--- src/hw/serial_port_pkg.sv ---
// Constants, field layouts and state codes of the clock-synchronous serial port
package serial_port_pkg;

    // ********************************************************************
    // Register byte addresses on the Wishbone slave
    // ********************************************************************
    localparam logic [7:0] ADDR_CONTROL  = 8'h00;
    localparam logic [7:0] ADDR_BIT_RATE = 8'h04;
    localparam logic [7:0] ADDR_SHIFT    = 8'h08;
    localparam logic [7:0] ADDR_PROTECT  = 8'h0c;
    localparam logic [7:0] ADDR_STATUS   = 8'h10;

    // ********************************************************************
    // Field layouts and reset values
    // ********************************************************************
    // Control register, bit 7 down to bit 0
    typedef struct packed {
        logic       idle_output_level_bit;
        logic       internal_clock_select_bit;
        logic       msb_first_bit;
        logic       clock_polarity_bit;
        logic       pin_function_select_bit;
        logic       output_float_bit;
        logic [1:0] source_select;
    } serial_ctrl_t;

    localparam logic [7:0] CONTROL_RESET      = 8'h00;
    localparam logic [7:0] BIT_RATE_RESET     = 8'h00;
    localparam logic [7:0] SHIFT_RESET        = 8'h00;
    localparam int         PROTECT_RELEASE_POS = 2;
    localparam int         STATUS_BUSY_POS     = 0;
    localparam int         STATUS_HOLD_POS     = 1;
    localparam int         STATUS_RELEASE_POS  = 2;

    // ********************************************************************
    // Source clock selection and transfer length
    // ********************************************************************
    localparam logic [1:0] SRC_DIV1  = 2'h0;
    localparam logic [1:0] SRC_DIV8  = 2'h1;
    localparam logic [1:0] SRC_DIV32 = 2'h2;
    localparam logic [4:0] PRE_LAST_DIV1  = 5'h00;
    localparam logic [4:0] PRE_LAST_DIV8  = 5'h07;
    localparam logic [4:0] PRE_LAST_DIV32 = 5'h1f;
    localparam logic [2:0] LAST_BIT_INDEX = 3'h7;

    // Transfer states, Gray coded along idle, shift, hold
    typedef enum logic [1:0] {
        ST_IDLE  = 2'b00,
        ST_SHIFT = 2'b01,
        ST_HOLD  = 2'b11
    } xfer_state_t;

endpackage

--- src/hw/bit_rate_gen.sv ---
// Bit rate generator: prescaled source clock divided by n+1, one tick per half period
`timescale 1ns/1ps
`default_nettype none

module bit_rate_gen (
    input  wire logic       core_clk,
    input  wire logic       sys_rst,
    input  wire logic       run,
    input  wire logic       restart,
    input  wire logic [1:0] source_select,
    input  wire logic [7:0] rate,
    output logic            tick
);

    logic [4:0] pre_cnt_reg;
    logic [4:0] pre_cnt_next;
    logic [7:0] rate_cnt_reg;
    logic [7:0] rate_cnt_next;
    logic       pre_term;
    logic       rate_term;

    // Terminal prescaler count for the chosen source; reserved code runs undivided
    function automatic logic [4:0] pre_last(input logic [1:0] sel);
        case (sel)
            serial_port_pkg::SRC_DIV8:  pre_last = serial_port_pkg::PRE_LAST_DIV8;
            serial_port_pkg::SRC_DIV32: pre_last = serial_port_pkg::PRE_LAST_DIV32;
            default:                    pre_last = serial_port_pkg::PRE_LAST_DIV1;
        endcase
    endfunction

    // ********************************************************************
    // Counter chain
    // ********************************************************************
    // Half period is src*(n+1), so a full clock period is 2(n+1) source cycles
    assign pre_term      = (pre_cnt_reg == pre_last(source_select));
    assign rate_term     = (rate_cnt_reg == rate);
    assign tick          = run & ~restart & pre_term & rate_term;
    assign pre_cnt_next  = (~run | restart | pre_term) ? 5'h00 : pre_cnt_reg + 5'h01;
    assign rate_cnt_next = (~run | restart) ? 8'h00 :
                           (pre_term & rate_term) ? 8'h00 :
                           pre_term ? rate_cnt_reg + 8'h01 : rate_cnt_reg;

    // Counters restart with every transfer so the first half period is whole
    always_ff @(posedge core_clk or posedge sys_rst) begin
        if (sys_rst) begin
            pre_cnt_reg  <= 5'h00;
            rate_cnt_reg <= 8'h00;
        end else begin
            pre_cnt_reg  <= pre_cnt_next;
            rate_cnt_reg <= rate_cnt_next;
        end
    end

endmodule

`default_nettype wire

--- src/hw/clock_sync_serial_port.sv ---
// Eight-bit clock-synchronous serial port with a classic Wishbone register slave
// Operation
// One transfer moves one byte: eight bits out, eight bits in.
// Internal clock is selected source divided by 2(n+1), n from bit rate register.
// Control bit cleared selects the external serial clock pin as transfer clock.
// Only a write to the shift register starts a transfer.
// Interrupt raised on the last sampling edge: rising at polarity 0, falling at 1.
// Bit order selectable: least significant or most significant bit first.
// Polarity bit chooses which clock edge drives and which samples data.
// External clock: idle data output held at the software-chosen level.
// Software must not write a new byte while a transfer runs.
// Internal clock: last bit held half a clock period, then output floats.
// A write during that hold floats the output at once.
// Internal clock stops after eight pulses, resting high at polarity 0, low at 1.
// External party must stop its clock after exactly eight pulses.
// External clock: write data or idle level only while clock rests at idle.
// Output float bit forces the data output pin to high impedance.
// Control register write allowed only right after setting the release bit.
// Bit rate and shift registers are written only while no transfer runs; the code accepts both writes at any time.
// Software sets the input pin as port input and selects the pin functions.
// Pins act as port, clock input or output, data output, float, data input.
// Received bits shift into the same register, which then holds the received byte.
//
// The Wishbone interface to the registers and the register offsets were left to the implementer.
`timescale 1ns/1ps
`default_nettype none

module clock_sync_serial_port (
    input  wire logic        core_clk,
    input  wire logic        sys_rst,
    input  wire logic        wb_cyc_i,
    input  wire logic        wb_stb_i,
    input  wire logic        wb_we_i,
    input  wire logic [7:0]  wb_adr_i,
    input  wire logic [3:0]  wb_sel_i,
    input  wire logic [31:0] wb_dat_i,
    output logic      [31:0] wb_dat_o,
    output logic             wb_ack_o,
    input  wire logic        serial_clock_pin_i,
    output logic             serial_clock_pin_o,
    output logic             serial_clock_pin_oe,
    output logic             serial_data_out_pin_o,
    output logic             serial_data_out_pin_oe,
    input  wire logic        serial_data_in_pin_i,
    output logic             pins_as_port,
    output logic             xfer_irq
);

    // ********************************************************************
    // Declarations
    // ********************************************************************
    serial_port_pkg::serial_ctrl_t ctrl_reg;
    serial_port_pkg::xfer_state_t  state_reg;
    serial_port_pkg::xfer_state_t  state_next;
    logic [7:0]  bit_rate_reg;
    logic [7:0]  shift_reg;
    logic [7:0]  shift_next;
    logic [2:0]  bit_cnt_reg;
    logic [2:0]  bit_cnt_next;
    logic        release_reg;
    logic        sclk_reg;
    logic        sclk_in_prev_reg;
    logic        dout_reg;
    logic        drive_on_reg;
    logic        ack_reg;
    logic [31:0] rdata_reg;
    logic        irq_reg;
    logic        bus_req;
    logic        wr_fire;
    logic        hit_control;
    logic        hit_bit_rate;
    logic        hit_shift;
    logic        hit_protect;
    logic        hit_status;
    logic        wr_control;
    logic        wr_bit_rate;
    logic        wr_shift;
    logic        wr_protect;
    logic [31:0] rdata_next;
    logic        use_internal;
    logic        idle_clk;
    logic        tick;
    logic        running;
    logic        int_drive;
    logic        int_sample;
    logic        ext_rise;
    logic        ext_fall;
    logic        ext_drive;
    logic        ext_sample;
    logic        drive_evt;
    logic        sample_evt;
    logic        last_sample;

    // Bit that goes out next, per chosen order
    function automatic logic next_out_bit(input logic [7:0] sr, input logic msb_first);
        next_out_bit = msb_first ? sr[7] : sr[0];
    endfunction

    // Address match on the word index, low byte-lane bits ignored
    function automatic logic addr_hit(input logic [7:0] adr, input logic [7:0] reg_adr);
        addr_hit = (adr[7:2] == reg_adr[7:2]);
    endfunction

    // ********************************************************************
    // Wishbone slave
    // ********************************************************************
    // Ack one cycle after the request; writes land on the ack edge
    assign bus_req      = wb_cyc_i & wb_stb_i;
    assign wr_fire      = bus_req & wb_we_i & ack_reg & wb_sel_i[0];
    assign hit_control  = addr_hit(wb_adr_i, serial_port_pkg::ADDR_CONTROL);
    assign hit_bit_rate = addr_hit(wb_adr_i, serial_port_pkg::ADDR_BIT_RATE);
    assign hit_shift    = addr_hit(wb_adr_i, serial_port_pkg::ADDR_SHIFT);
    assign hit_protect  = addr_hit(wb_adr_i, serial_port_pkg::ADDR_PROTECT);
    assign hit_status   = addr_hit(wb_adr_i, serial_port_pkg::ADDR_STATUS);
    assign wr_control   = wr_fire & hit_control & release_reg;
    assign wr_bit_rate  = wr_fire & hit_bit_rate;
    assign wr_shift     = wr_fire & hit_shift;
    assign wr_protect   = wr_fire & hit_protect;
    assign wb_ack_o     = ack_reg;
    assign wb_dat_o     = rdata_reg;

    // Read mux; unmapped addresses read zero and are still acknowledged
    assign rdata_next = hit_control  ? {24'h000000, ctrl_reg} :
                        hit_bit_rate ? {24'h000000, bit_rate_reg} :
                        hit_shift    ? {24'h000000, shift_reg} :
                        hit_protect  ? {29'h00000000, release_reg, 2'h0} :
                        hit_status   ? {29'h00000000, release_reg,
                                        state_reg == serial_port_pkg::ST_HOLD,
                                        state_reg == serial_port_pkg::ST_SHIFT} :
                        32'h00000000;

    // Bus handshake and read data capture
    always_ff @(posedge core_clk or posedge sys_rst) begin
        if (sys_rst) begin
            ack_reg   <= 1'b0;
            rdata_reg <= 32'h00000000;
        end else begin
            ack_reg   <= bus_req & ~ack_reg;
            rdata_reg <= rdata_next;
        end
    end

    // Release bit lives for one further write only, like a single next instruction
    always_ff @(posedge core_clk or posedge sys_rst) begin
        if (sys_rst) begin
            release_reg <= 1'b0;
        end else if (wr_protect) begin
            release_reg <= wb_dat_i[serial_port_pkg::PROTECT_RELEASE_POS];
        end else if (wr_fire) begin
            release_reg <= 1'b0;
        end
    end

    // Configuration registers
    always_ff @(posedge core_clk or posedge sys_rst) begin
        if (sys_rst) begin
            ctrl_reg     <= serial_port_pkg::CONTROL_RESET;
            bit_rate_reg <= serial_port_pkg::BIT_RATE_RESET;
        end else begin
            if (wr_control) begin
                ctrl_reg <= wb_dat_i[7:0];
            end
            if (wr_bit_rate) begin
                bit_rate_reg <= wb_dat_i[7:0];
            end
        end
    end

    // ********************************************************************
    // Transfer clock sources
    // ********************************************************************
    assign use_internal = ctrl_reg.internal_clock_select_bit;
    assign idle_clk     = ~ctrl_reg.clock_polarity_bit;
    assign running      = use_internal & (state_reg != serial_port_pkg::ST_IDLE);

    bit_rate_gen u_rate (
        .core_clk      (core_clk),
        .sys_rst       (sys_rst),
        .run           (running),
        .restart       (wr_shift),
        .source_select (ctrl_reg.source_select),
        .rate          (bit_rate_reg),
        .tick          (tick)
    );

    // Leaving idle is the drive edge, returning to idle the sample edge
    assign int_drive  = tick & (state_reg == serial_port_pkg::ST_SHIFT) & (sclk_reg == idle_clk);
    assign int_sample = tick & (state_reg == serial_port_pkg::ST_SHIFT) & (sclk_reg != idle_clk);
    // Pin is synchronous to core_clk, so one register is enough for edges
    assign ext_rise   = serial_clock_pin_i & ~sclk_in_prev_reg;
    assign ext_fall   = ~serial_clock_pin_i & sclk_in_prev_reg;
    assign ext_drive  = ctrl_reg.clock_polarity_bit ? ext_rise : ext_fall;
    assign ext_sample = ctrl_reg.clock_polarity_bit ? ext_fall : ext_rise;
    // External edges keep shifting as long as pulses arrive
    assign drive_evt  = use_internal ? int_drive : ext_drive & ~wr_shift;
    assign sample_evt = use_internal ? int_sample : ext_sample & ~wr_shift;
    assign last_sample = sample_evt & (state_reg == serial_port_pkg::ST_SHIFT)
                         & (bit_cnt_reg == serial_port_pkg::LAST_BIT_INDEX);

    // Generated clock rests at idle; toggles only on generator ticks while shifting
    always_ff @(posedge core_clk or posedge sys_rst) begin
        if (sys_rst) begin
            sclk_reg         <= 1'b1;
            sclk_in_prev_reg <= 1'b1; // Idle level at reset polarity, so no false edge
        end else begin
            sclk_in_prev_reg <= serial_clock_pin_i;
            if (int_drive | int_sample) begin
                sclk_reg <= ~sclk_reg;
            end else if (state_reg != serial_port_pkg::ST_SHIFT) begin
                sclk_reg <= idle_clk;
            end
        end
    end

    // ********************************************************************
    // Transfer sequencing
    // ********************************************************************
    // Hold only exists with the internal clock; eight samples end a transfer
    always_comb begin
        state_next   = state_reg;
        bit_cnt_next = bit_cnt_reg;
        case (state_reg)
            serial_port_pkg::ST_IDLE: begin
                if (wr_shift) begin
                    state_next   = serial_port_pkg::ST_SHIFT;
                    bit_cnt_next = 3'h0;
                end
            end
            serial_port_pkg::ST_SHIFT: begin
                if (wr_shift) begin
                    bit_cnt_next = 3'h0;
                end else if (last_sample) begin
                    state_next   = use_internal ? serial_port_pkg::ST_HOLD
                                                : serial_port_pkg::ST_IDLE;
                    bit_cnt_next = 3'h0;
                end else if (sample_evt) begin
                    bit_cnt_next = bit_cnt_reg + 3'h1;
                end
            end
            serial_port_pkg::ST_HOLD: begin
                if (wr_shift) begin
                    state_next   = serial_port_pkg::ST_SHIFT;
                    bit_cnt_next = 3'h0;
                end else if (tick | ~use_internal) begin
                    state_next   = serial_port_pkg::ST_IDLE;
                end
            end
            default: begin
                state_next   = serial_port_pkg::ST_IDLE;
                bit_cnt_next = 3'h0;
            end
        endcase
    end

    // Received bit enters at the far end while the outgoing bit leaves
    assign shift_next = wr_shift ? wb_dat_i[7:0] :
                        ~sample_evt ? shift_reg :
                        ctrl_reg.msb_first_bit ? {shift_reg[6:0], serial_data_in_pin_i}
                                               : {serial_data_in_pin_i, shift_reg[7:1]};

    // State, shifter and bit counter
    always_ff @(posedge core_clk or posedge sys_rst) begin
        if (sys_rst) begin
            state_reg   <= serial_port_pkg::ST_IDLE;
            bit_cnt_reg <= 3'h0;
            shift_reg   <= serial_port_pkg::SHIFT_RESET;
        end else begin
            state_reg   <= state_next;
            bit_cnt_reg <= bit_cnt_next;
            shift_reg   <= shift_next;
        end
    end

    // Data output latch; a new write drops the drive at once, shortening the hold
    always_ff @(posedge core_clk or posedge sys_rst) begin
        if (sys_rst) begin
            dout_reg     <= 1'b0;
            drive_on_reg <= 1'b0;
        end else begin
            if (drive_evt) begin
                dout_reg <= next_out_bit(shift_reg, ctrl_reg.msb_first_bit);
            end
            if (wr_shift) begin
                drive_on_reg <= 1'b0;
            end else if (drive_evt & (state_reg == serial_port_pkg::ST_SHIFT)) begin
                drive_on_reg <= 1'b1;
            end else if (state_next == serial_port_pkg::ST_IDLE) begin
                drive_on_reg <= 1'b0;
            end
        end
    end

    // Completion pulse follows the last sampling edge by one core cycle
    always_ff @(posedge core_clk or posedge sys_rst) begin
        if (sys_rst) begin
            irq_reg <= 1'b0;
        end else begin
            irq_reg <= last_sample & ~wr_shift;
        end
    end

    // ********************************************************************
    // Pin functions
    // ********************************************************************
    // With the function bit clear every pin is left to the general port logic
    assign pins_as_port        = ~ctrl_reg.pin_function_select_bit;
    assign serial_clock_pin_o  = sclk_reg;
    assign serial_clock_pin_oe = ctrl_reg.pin_function_select_bit & use_internal;
    // External mode shows the idle level outside transfers
    assign serial_data_out_pin_o = (use_internal | (state_reg == serial_port_pkg::ST_SHIFT
                                   & drive_on_reg)) ? dout_reg
                                   : ctrl_reg.idle_output_level_bit;
    // Float bit overrides any pin function
    assign serial_data_out_pin_oe = ctrl_reg.pin_function_select_bit
                                    & ~ctrl_reg.output_float_bit
                                    & (~use_internal | drive_on_reg);
    assign xfer_irq = irq_reg;
endmodule

`default_nettype wire

--- config.mk ---
export PLATFORM = sky130hd
export DESIGN_NAME = clock_sync_serial_port
export DESIGN_NICKNAME = d
export VERILOG_FILES = /design/src/hw/serial_port_pkg.sv /design/src/hw/bit_rate_gen.sv /design/src/hw/clock_sync_serial_port.sv
export SDC_FILE = /design/constraint.sdc
export NUM_CORES = 1
export LEC_CHECK = 0
export BUFFER_PORTS_ARGS = -buffer_cell sky130_fd_sc_hd__buf_2
export CAP_MARGIN = 20
export CORE_MARGIN = 8
export CORE_UTILIZATION = 48
export DETAILED_ROUTE_END_ITERATION = 10
export PLACE_DENSITY = 0.76
export SETUP_SLACK_MARGIN = 0.05
export SLEW_MARGIN = 20
export SYNTH_ARGS = -nofsm -noshare
export SYNTH_HDL_FRONTEND = slang
export SYNTH_HIERARCHICAL = 1
export SYNTH_SLANG_ARGS = --single-unit
--- constraint.sdc ---
create_clock -name core_clk -period 2.7 [get_ports core_clk]
set_input_delay 0.27 -clock core_clk [delete_from_list [all_inputs] [get_ports core_clk]]
set_output_delay 0.27 -clock core_clk [all_outputs]
set_load 0.005 [all_outputs]
== Word-level counts from Yosys, hierarchy flattened ==
Index checks and enable logic that the tools add are counted.

* Bits of input ports: 51
* Output and inout port bits: 39
* Flip-flop bits (word level): 57
* Word-level logic and storage cells: 135

* Reduce and logical (&&, ||, !) cells: 11
* $add $sub $neg: 3
* Bitwise logic cells: 46
* Multiplexer cells: 38
* Equal/unequal tests: 16

{| class="wikitable"
|+ Operators with widths
! kind !! number
|-
| 2-to-1 mux 8 bit || 9
|-
| bitwise AND 1 bit || 30
|-
| 2-to-1 mux 3 bit || 6
|-
| 2-to-1 mux 1 bit || 13
|-
| equality test 6 x 2 -> 1 bit, second input constant || 2
|-
| 2-to-1 mux 2 bit || 6
|-
| NOT 1 bit || 10
|-
| case mux 5 bit (2 select lines) || 1
|-
| adder 8 x 1 -> 8 bit, second input constant || 1
|-
| equality test 8 bit || 1
|-
| nonzero test 2 bit || 4
|-
| equality test 6 x 1 -> 1 bit, second input constant || 1
|-
| equality test 6 x 3 -> 1 bit, second input constant || 1
|-
| logical NOT 6 bit || 1
|-
| bitwise OR 1 bit || 6
|-
| case mux 2 bit (3 select lines) || 1
|-
| case mux 3 bit (2 select lines) || 1
|-
| nonzero test 3 bit || 2
|-
| adder 5 x 1 -> 5 bit, second input constant || 1
|-
| equality test 5 bit || 1
|-
| 2-to-1 mux 5 bit || 1
|-
| equality test 2 x 1 -> 1 bit, second input constant || 2
|-
| equality test 2 bit, second input constant || 2
|-
| logical NOT 2 bit || 2
|-
| 8 further kinds || 9
|}

== Longest topological paths before layout ==
Gate-level depths: netlist (run 1).

* Depth after elaboration: 21
* Gate-level depth with buffers: 16
* Gate-level depth less buffers: 10

== Cells and area by module ==
The synthesis (run 1) kept the hierarchy.

{| class="wikitable"
|+ By module, submodules not included
! module !! cells an instance !! times used !! sequential area each (um2) !! area an instance (um2)
|-
| clock_sync_serial_port || 256 || 1 || 1103.6 || 2592.5
|-
| bit_rate_gen || 93 || 1 || 325.3 || 893.4
|}

== Least setup slack after synthesis (run 1) ==
Ideal clock, no wire load.

* Path kind: input -> register
* Start point: input port wb_adr_i[4]
* End point: register bit_cnt_reg[0]
* Data arrival time: 3.225 ns
* Path slack: -0.649 ns
* Required time: 2.575 ns
* Library setup time: 0.125 ns
* Stages on the path: 14
* Path buffers: 5
* Cells stage by stage: buf_6 -> or4_4 -> buf_6 -> or4_4 -> buf_6 -> inv_1 -> buf_4 -> buf_4 -> nand2b_1 -> nor4_4 -> and3_1 -> o31a_1 -> nor2_1 -> mux2_2

* Cells in the longest elaborated chain, start to end: 14
* Elaborated cells between the ends (all ways): 18
* Those cells by class: 3 x eq/ne; 4 x mux; 10 x bitwise; 1 x reduce/logical

{| class="wikitable"
|+ Ends and longest elaborated chain
! item !! RTL line !! RTL
|-
| start, declared || clock_sync_serial_port.sv:34 || <nowiki>input wire logic [7:0] wb_adr_i,</nowiki>
|-
| equality test 6 x 2 -> 1 bit * || clock_sync_serial_port.sv:101 || <nowiki>addr_hit = (adr[7:2] == reg_adr[7:2]);</nowiki>
|-
| bitwise AND 1 bit * || clock_sync_serial_port.sv:117 || <nowiki>assign wr_shift = wr_fire & hit_shift;</nowiki>
|-
| via wr_shift || clock_sync_serial_port.sv:77 || <nowiki>logic wr_shift;</nowiki>
|-
| NOT 1 bit * || bit_rate_gen.sv:37 || <nowiki>assign tick = run & ~restart & pre_term & rate_term;</nowiki>
|-
| bitwise AND 1 bit * (3 in a row) || bit_rate_gen.sv:37 ||
|-
| via tick || clock_sync_serial_port.sv:82 || <nowiki>logic tick;</nowiki>
|-
| bitwise AND 1 bit * (2 in a row) || clock_sync_serial_port.sv:188 || <nowiki>assign int_sample = tick & (state_reg == serial_port_pkg::ST_SHIFT) & (sclk_reg != idle_clk);</nowiki>
|-
| 2-to-1 mux 1 bit * || clock_sync_serial_port.sv:196 || <nowiki>assign sample_evt = use_internal ? int_sample : ext_sample & ~wr_shift;</nowiki>
|-
| bitwise AND 1 bit || clock_sync_serial_port.sv:197 || <nowiki>assign last_sample = sample_evt & (state_reg == serial_port_pkg::ST_SHIFT)</nowiki>
|-
| bitwise AND 1 bit || clock_sync_serial_port.sv:198 || <nowiki>& (bit_cnt_reg == serial_port_pkg::LAST_BIT_INDEX);</nowiki>
|-
| 2-to-1 mux 3 bit || clock_sync_serial_port.sv:232 || <nowiki>end else if (last_sample) begin</nowiki>
|-
| 2-to-1 mux 3 bit || clock_sync_serial_port.sv:230 || <nowiki>if (wr_shift) begin</nowiki>
|-
| case mux 3 bit (2 select lines) || clock_sync_serial_port.sv:222 || <nowiki>case (state_reg)</nowiki>
|-
| end signal, assigned || clock_sync_serial_port.sv:269 || <nowiki>bit_cnt_reg <= bit_cnt_next;</nowiki>
|-
| end, declared || clock_sync_serial_port.sv:58 || <nowiki>logic [2:0] bit_cnt_reg;</nowiki>
|}

Mark *: on every way through the listed nets, which the timed path passes. The rest lies on a longest branch.
A chain may end at the register's enable or synchronous reset.

== Worst setup path in the final report (run 1) ==
* Start point: register ctrl_reg[1] in the netlist's numbering
* End point: register shift_reg[4]

* Cells in the longest elaborated chain, start to end: 9
* Elaborated cells between the ends (all ways): 10
* Those cells by class: 3 x eq/ne; 2 x mux; 4 x bitwise; 1 x reduce/logical

{| class="wikitable"
|+ Ends and longest elaborated chain
! item !! RTL line !! RTL
|-
| start, declared || clock_sync_serial_port.sv:52 || <nowiki>serial_port_pkg::serial_ctrl_t ctrl_reg;</nowiki>
|-
| start signal, assigned || clock_sync_serial_port.sv:157 || <nowiki>ctrl_reg <= serial_port_pkg::CONTROL_RESET;</nowiki>
|-
| start signal, assigned || clock_sync_serial_port.sv:161 || <nowiki>ctrl_reg <= wb_dat_i[7:0];</nowiki>
|-
| equality test 2 bit / equality test 2 x 1 -> 1 bit (equally long branches) || bit_rate_gen.sv:24 || <nowiki>case (sel)</nowiki>
|-
| case mux 5 bit (2 select lines) * || bit_rate_gen.sv:24 ||
|-
| equality test 5 bit * || bit_rate_gen.sv:35 || <nowiki>assign pre_term = (pre_cnt_reg == pre_last(source_select));</nowiki>
|-
| bitwise AND 1 bit * (2 in a row) || bit_rate_gen.sv:37 ||
|-
| via tick || clock_sync_serial_port.sv:82 ||
|-
| bitwise AND 1 bit * (2 in a row) || clock_sync_serial_port.sv:188 ||
|-
| 2-to-1 mux 1 bit * || clock_sync_serial_port.sv:196 ||
|-
| nonzero test 2 bit (no source line) * || -- ||
|-
| end signal, assigned || clock_sync_serial_port.sv:266 || <nowiki>shift_reg <= serial_port_pkg::SHIFT_RESET;</nowiki>
|-
| end signal, assigned || clock_sync_serial_port.sv:270 || <nowiki>shift_reg <= shift_next;</nowiki>
|-
| end, declared || clock_sync_serial_port.sv:56 || <nowiki>logic [7:0] shift_reg;</nowiki>
|}

Marks and branches as above.

==> metrics, run 1 <==
outcome=complete, but fails checks; failing checks=setup timing; Die ar.=10200 µm²; max cap viols=0; DRT antenna net count=0; post-synthesis register bit count=57; die height=101 µm; row count=31; dpl hpwl=6.21 mm; slowest CP cell=or4b_4; Post-route DRC=0; Hold Path Stages=1; Post-Synthesis Cells=349; DR top layer=met4; Initial Utilization=48.8%; post-synth top area share=39.5%; CTS Sinks=57; CTS tree=done; commonest cells in the netlist=55 x dfrtp_1, 30 x nor2_1, 26 x buf_4, 26 x mux2_2, 22 x nand2_1; pre-CTS setup slack=-0.153 ns; worst min path class=input port to register; GP Congestion=0.889; M1 wire length=3.71 mm; Clock Latency Late Sink=0.34 ns; Worst-Margin Slew=0.753 ns; # IOs=90; gr ovfl total=0; Vias=2763; post-synth cell types=56; Worst setup SP type=register; Clk network pwr share=39.0%; Hold Path End=sclk_in_prev_reg; Post-Route WL=8.35 mm; Final Hold Viols=0; Post-Layout Cell Count=517; RSZ-0062 raised after global routing=yes; Nets=473; wire length per cell=16.2 µm; power density over the cells=494 nW/µm²; H-tree levels=3; Synth area leader=dfrtp_1; Top Family by Delay on Critical Path=simple AND/OR/NAND/NOR gates; share of cells above drive strength 1=32.5%; WHS=0.0648 ns; CTS root buf=clkbuf_8; CP bufs+invs=1; Met3 Routed Length=589 µm; clk slew on worst S/H paths=0.07 ns; crit path time final=2.73 ns; P_sw=0.551 mW; final slew viol count=0; DR pass1 iterations=4; TNS Setup=-0.0860 ns; clk buf depth=2; Final Worst Setup Slack=-0.0350 ns; setup violation total in the final timing report=5; WS Path Type=register to register; P_leak=1.89 nW; FFs w/ async S/R, synth=100%; CP peak stage delay=0.47 ns; largest net degree at the start of global routing=24; Final Cell Area=4120 µm²; reg2reg end=shift_reg[4]; ranking of synthesized cells by area=dfrtp_1 39%, mux2_2 8.4%, buf_4 5.6%; Post-Syn Area=3490 µm²; input/output buffers=36; Post-synth EDFFs=0; Layout area overhead=18.3%; Sw Share=27.0%; Avg Cell Area, Syn=9.99 µm²; Die Width=101 µm; r2r setup slk=-0.03 ns; most numerous cell in the Yosys netlist=dfrtp_1; Antenna diodes=0; GRT Util Overall=17.1%; WP data required=2.92 ns; vias per inst=5.34; maximum fanout along the worst path=9; Arrival @ worst endpoint=2.95 ns; r2r worst-path depth=10; max_slew headroom=49.5%; placed cell area=3830 µm²; antenna violations before repair=0; sequential fraction of the synthesis area=41.0%; crit path cell chain=ha_4 -> or4b_4 -> a22o_4 -> nor4_4 -> and3_4 -> and2_4 -> a21o_1 -> buf_12 -> mux2i_2 -> o21ai_1; commonest register cell after synthesis=dfrtp_1; period utilization=101%; DP Cell Count=495; Yosys warning total=6; Seq pwr share=48.2%; DR iter-0 viols=231; number of CTS-inserted buffers=9; fillers=626; core area=7140 µm²; Critical Path Sink Type=register; Final Skew=0.00525 ns; Comb pwr share=12.8%; fmax=366 MHz; P_int=1.49 mW; worst r2r src=ctrl_reg[1]; vias in the first global route=2852; wire length on met2=3.88 mm; hold_sp=serial_clock_pin_i; first-pass GRT wire length=13.7 mm; VDD IR max=0.268 mV
routing by layer:
metal / vias up / global-route usage (%)
met1: 1313 / 22.3
met2: 112 / 25.9
met5: - / 0
li1: 1319 / -
met3: 19 / 3.78
met4: 0 / 9.28
through the flow:
stage / power (mW) / util [%]
2_1_floorplan: 1.17 / -
3_3_place_gp: 1.22 / 53.7
3_5_place_dp: 1.23 / 53.7
4_1_cts: 2.03 / 57.2
5_1_grt: 2.13 / 57.8
6_report: 2.04 / 57.8
cell type report:
cell class	instances	area, µm²	share of cell area [%]
inverters	15	58.8	1.43
repair buffers	68	435	10.6
flip-flops and latches	57	1430	34.7
well taps	99	124	3.00
multi-input cells	262	1880	45.6
clock buffers	10	138	3.34
clock inverters	6	57.6	1.40
repair_timing:
action                                 in CTS  in global routing
hold buffers                                1                  0
endpoints found under the hold margin      34                  0
pin swaps                                   7                  9
setup endpoints to repair                  14                 17
gates resized for setup                     4                  8
setup buffers                               4                  2
placed cells by master (no fill, tap or decap), drive strengths merged, types with 3 or more instances in the layout:
cell type / netlist / routed
buf: 32 / 67
dfrtp: 55 / 55
nor2: 30 / 30
mux2: 26 / 26
conb: 1 / 24
nand2: 22 / 22
nand3: 16 / 16
a21oi: 16 / 16
mux2i: 16 / 16
o21ai: 16 / 16
inv: 15 / 14
o211ai: 12 / 12
xnor2: 10 / 10
clkbuf: 6 / 10
ha: 9 / 9
nand2b: 5 / 5
nor3: 5 / 5
clkinv: 0 / 5
nand4: 5 / 5
nor2b: 4 / 4
and3: 4 / 4
nor3b: 3 / 3
xor2: 3 / 3
a211oi: 3 / 3
or4: 3 / 3
how the worst max path moves through the flow:
stage / from / to / cells past startpoint
final: ctrl_reg[1] / shift_reg[4] / 10
after global routing: ctrl_reg[1] / drive_on_reg / 10
after CTS: ctrl_reg[0] / shift_reg[4] / 11
after detailed placement: wb_adr_i[6] / bit_cnt_reg[2] / 12
after global placement: wb_adr_i[6] / bit_cnt_reg[0] / 11
after floorplan: wb_adr_i[4] / bit_cnt_reg[0] / 14
power by group through the flow:
stage | registers, mW | clock network, mW | logic [mW]
2_1_floorplan | 0.970 | 0 | 0.200
4_1_cts | 0.976 | 0.808 | 0.248
3_3_place_gp | 0.987 | 0 | 0.233
5_1_grt | 0.991 | 0.850 | 0.290
6_report | 0.982 | 0.795 | 0.260
3_5_place_dp | 0.990 | 0 | 0.244
cell families (layout without fill, tap and decap cells):
group	count (synthesis)	count (layout)	synth area share, %
mux	43	43	13.6
simple gates	111	111	17.3
other cells	1	24	0.108
buf+inv	53	99	9.58
xor+xnor	13	13	3.27
compound gates	62	62	11.9
fa+ha+maj	9	9	3.23
flops	57	57	41.0
worst reg2reg max path: cells and delay by family, from the launching register on:
| family | cells | cell delay (ns) |
|---|---|---|
| compound gates | 3 | 0.48 |
| fa+ha+maj | 1 | 0.28 |
| buf+inv | 1 | 0.15 |
| flops | 1 | 0.41 |
| mux | 1 | 0.23 |
| simple gates | 4 | 1.06 |
No activity file was read; power rests on OpenSTA's default activity.
==> run 2, diff against run 1 <==
--- a/config.mk
+++ b/config.mk
@@ -7,6 +7,7 @@
 export LEC_CHECK = 0
 export BUFFER_PORTS_ARGS = -buffer_cell sky130_fd_sc_hd__buf_2
 export CAP_MARGIN = 20
+export CORE_ASPECT_RATIO = 0.75
 export CORE_MARGIN = 8
 export CORE_UTILIZATION = 48
 export DETAILED_ROUTE_END_ITERATION = 10
==> metrics, run 2 (synthesized netlist as in run 1, its figures left out) <==
GP Congestion=0.853 (-4.0%); P_int=1.49 mW (about the same); Final Skew=0.00439 ns (-0.000860 ns); Comb pwr share=12.9% (about the same); Final Worst Setup Slack=-0.160 ns (-0.125 ns); CP bufs+invs=1 (unchanged); maximum fanout along the worst path=8 (-1); wire length on met2=3.58 mm (-7.6%); CTS root buf=clkbuf_8; reg2reg end=shift_reg[0]; Hold Path Stages=1 (unchanged); Die ar.=10300 µm² (+0.27%); CTS tree=done; worst r2r src=ctrl_reg[1]; Worst setup SP type=register; share of cells above drive strength 1=32.1% (-0.40 points); pre-CTS setup slack=-0.123 ns (+0.0306 ns); Die Width=114 µm (+13%); gr ovfl total=0 (unchanged); Critical Path Sink Type=register; Antenna diodes=0 (unchanged); P_leak=1.89 nW (-0.20%); wire length per cell=16.0 µm (-0.93%); Post-Route WL=8.29 mm (-0.74%); r2r setup slk=-0.16 ns (-0.13 ns); DR top layer=met4; P_sw=0.554 mW (+0.53%); commonest cells after routing, fill and taps aside=55 x dfrtp_1, 36 x buf_2, 29 x nor2_1; power density over the cells=496 nW/µm² (+0.35%); DR pass1 iterations=4 (unchanged); WP data required=2.93 ns (about the same); crit path cell chain=ha_4 -> or4b_4 -> a22o_4 -> nor4_4 -> and3_4 -> and2_4 -> a21o_1 -> buf_12 -> mux2i_2 -> o21ai_1; hold_sp=serial_clock_pin_i; # IOs=90 (unchanged); commonest non-fill, non-tap cell in the layout=dfrtp_1; period utilization=106% (+4.6 points); Top Family by Delay on Critical Path=simple AND/OR/NAND/NOR gates; Layout area overhead=18.1%; Nets=472 (-0.21%); CP peak stage delay=0.47 ns (about the same); max cap viols=0 (unchanged); H-tree levels=3 (unchanged); WS Path Type=register to register; outcome=complete, but fails checks; core area=7200 µm² (+0.82%); crit path time final=2.86 ns (+0.125 ns); Hold Path End=sclk_in_prev_reg; max_slew headroom=54.4% (+4.9 points); input/output buffers=36 (unchanged); row count=27 (-13%); Sw Share=27.1% (+0.098 points); antenna violations before repair=0 (unchanged); M1 wire length=4.09 mm (+10%); slowest CP cell=or4b_4; RSZ-0062 raised after global routing=yes; Met3 Routed Length=524 µm (-11%); largest net degree at the start of global routing=45 (+88%); die height=89.8 µm (-11%); first-pass GRT wire length=13.6 mm (-1.0%); setup violation total in the final timing report=13 (+8); failing checks=setup timing; Final Hold Viols=0 (unchanged); vias per inst=5.31 (-0.70%); Initial Utilization=48.4% (-0.40 points); TNS Setup=-1.28 ns (-1.20 ns); GRT Util Overall=16.7% (-0.39 points); dpl hpwl=6.20 mm (about the same); Clock Latency Late Sink=0.35 ns (about the same); Arrival @ worst endpoint=3.09 ns (+0.14 ns); fmax=350 MHz (-4.4%); Seq pwr share=48.3% (about the same); r2r worst-path depth=10 (unchanged); Worst-Margin Slew=0.677 ns (-0.0760 ns); Clk network pwr share=38.8% (-0.2 points); Layout Utilization=57.2% (-0.58 points); VDD IR max=0.259 mV (-3.4%); clk slew on worst S/H paths=0.07 ns (about the same); CTS Sinks=57 (unchanged); number of CTS-inserted buffers=9 (unchanged); Post-route DRC=0 (unchanged); clk buf depth=2 (unchanged); Vias=2749 (-0.51%); worst min path class=input port to register; final slew viol count=0 (unchanged); DR iter-0 viols=177 (-23%); vias in the first global route=2649 (-7.1%); DRT antenna net count=0 (unchanged)
[run 2: cell count changes in the layout (fill, tap and decap cells not counted), sizes merged]
cell / delta
buf: -1
[run 2: area by class of cell]
type	count	area (µm²)
Multi-Input combinational cell	262	1870
Timing Repair Buffer	67	432
Clock buffer	10	138
Sequential cell	57	1430
Inverter	15	58.8
Clock inverter	6	57.6
Fill cell	626	3080
Tap cell	101	126
[run 2: timing repair]
item	CTS	global route
pin swaps	8	10
setup endpoints to repair	11	15
resized for setup	6	7
endpoints found under the hold margin	13	0
hold buffers	1	0
gates cloned	0	0
setup buffers	2	2
[run 2: power by group through the flow]
| stage | clock network, mW | logic [mW] | registers, mW |
|---|---|---|---|
| after floorplan | 0 | 0.200 | 0.970 |
| after global placement | 0 | 0.235 | 0.988 |
| after detailed placement | 0 | 0.247 | 0.993 |
| after CTS | 0.804 | 0.259 | 0.982 |
| after global routing | 0.839 | 0.294 | 0.993 |
| final | 0.792 | 0.262 | 0.986 |
[run 2: worst max path at each step]
stage	endpoint	from	slack, ns	cells past startpoint
global route	shift_reg[0]	ctrl_reg[1]	-0.25	10
detailed placement	shift_reg[0]	ctrl_reg[0]	-0.12	11
finish	shift_reg[0]	ctrl_reg[1]	-0.16	10
CTS	shift_reg[0]	ctrl_reg[0]	-0.11	11
floorplan	bit_cnt_reg[0]	wb_adr_i[4]	-0.33	14
global placement	bit_cnt_reg[0]	wb_adr_i[6]	-0.09	11
[run 2: stage by stage]
step / instances / total power, mW / cell area (µm²) / hold WS (ns)
after floorplan: 372 / 1.17 / 3610 / 0.147
after global placement: 498 / 1.22 / 3840 / 0.332
after detailed placement: 498 / 1.24 / 3840 / 0.345
after CTS: 517 / 2.04 / 4080 / 0.0422
after global routing: 518 / 2.13 / 4120 / 0.0477
final: 518 / 2.04 / 4120 / 0.0581
[run 2: metal layers]
| metal | global-route usage [%] | vias up |
|---|---|---|
| met1 | 22.9 | 1334 |
| met2 | 24.1 | 82 |
| met5 | 0 | - |
| met3 | 5.41 | 9 |
| met4 | 5.52 | 0 |
| li1 | - | 1324 |
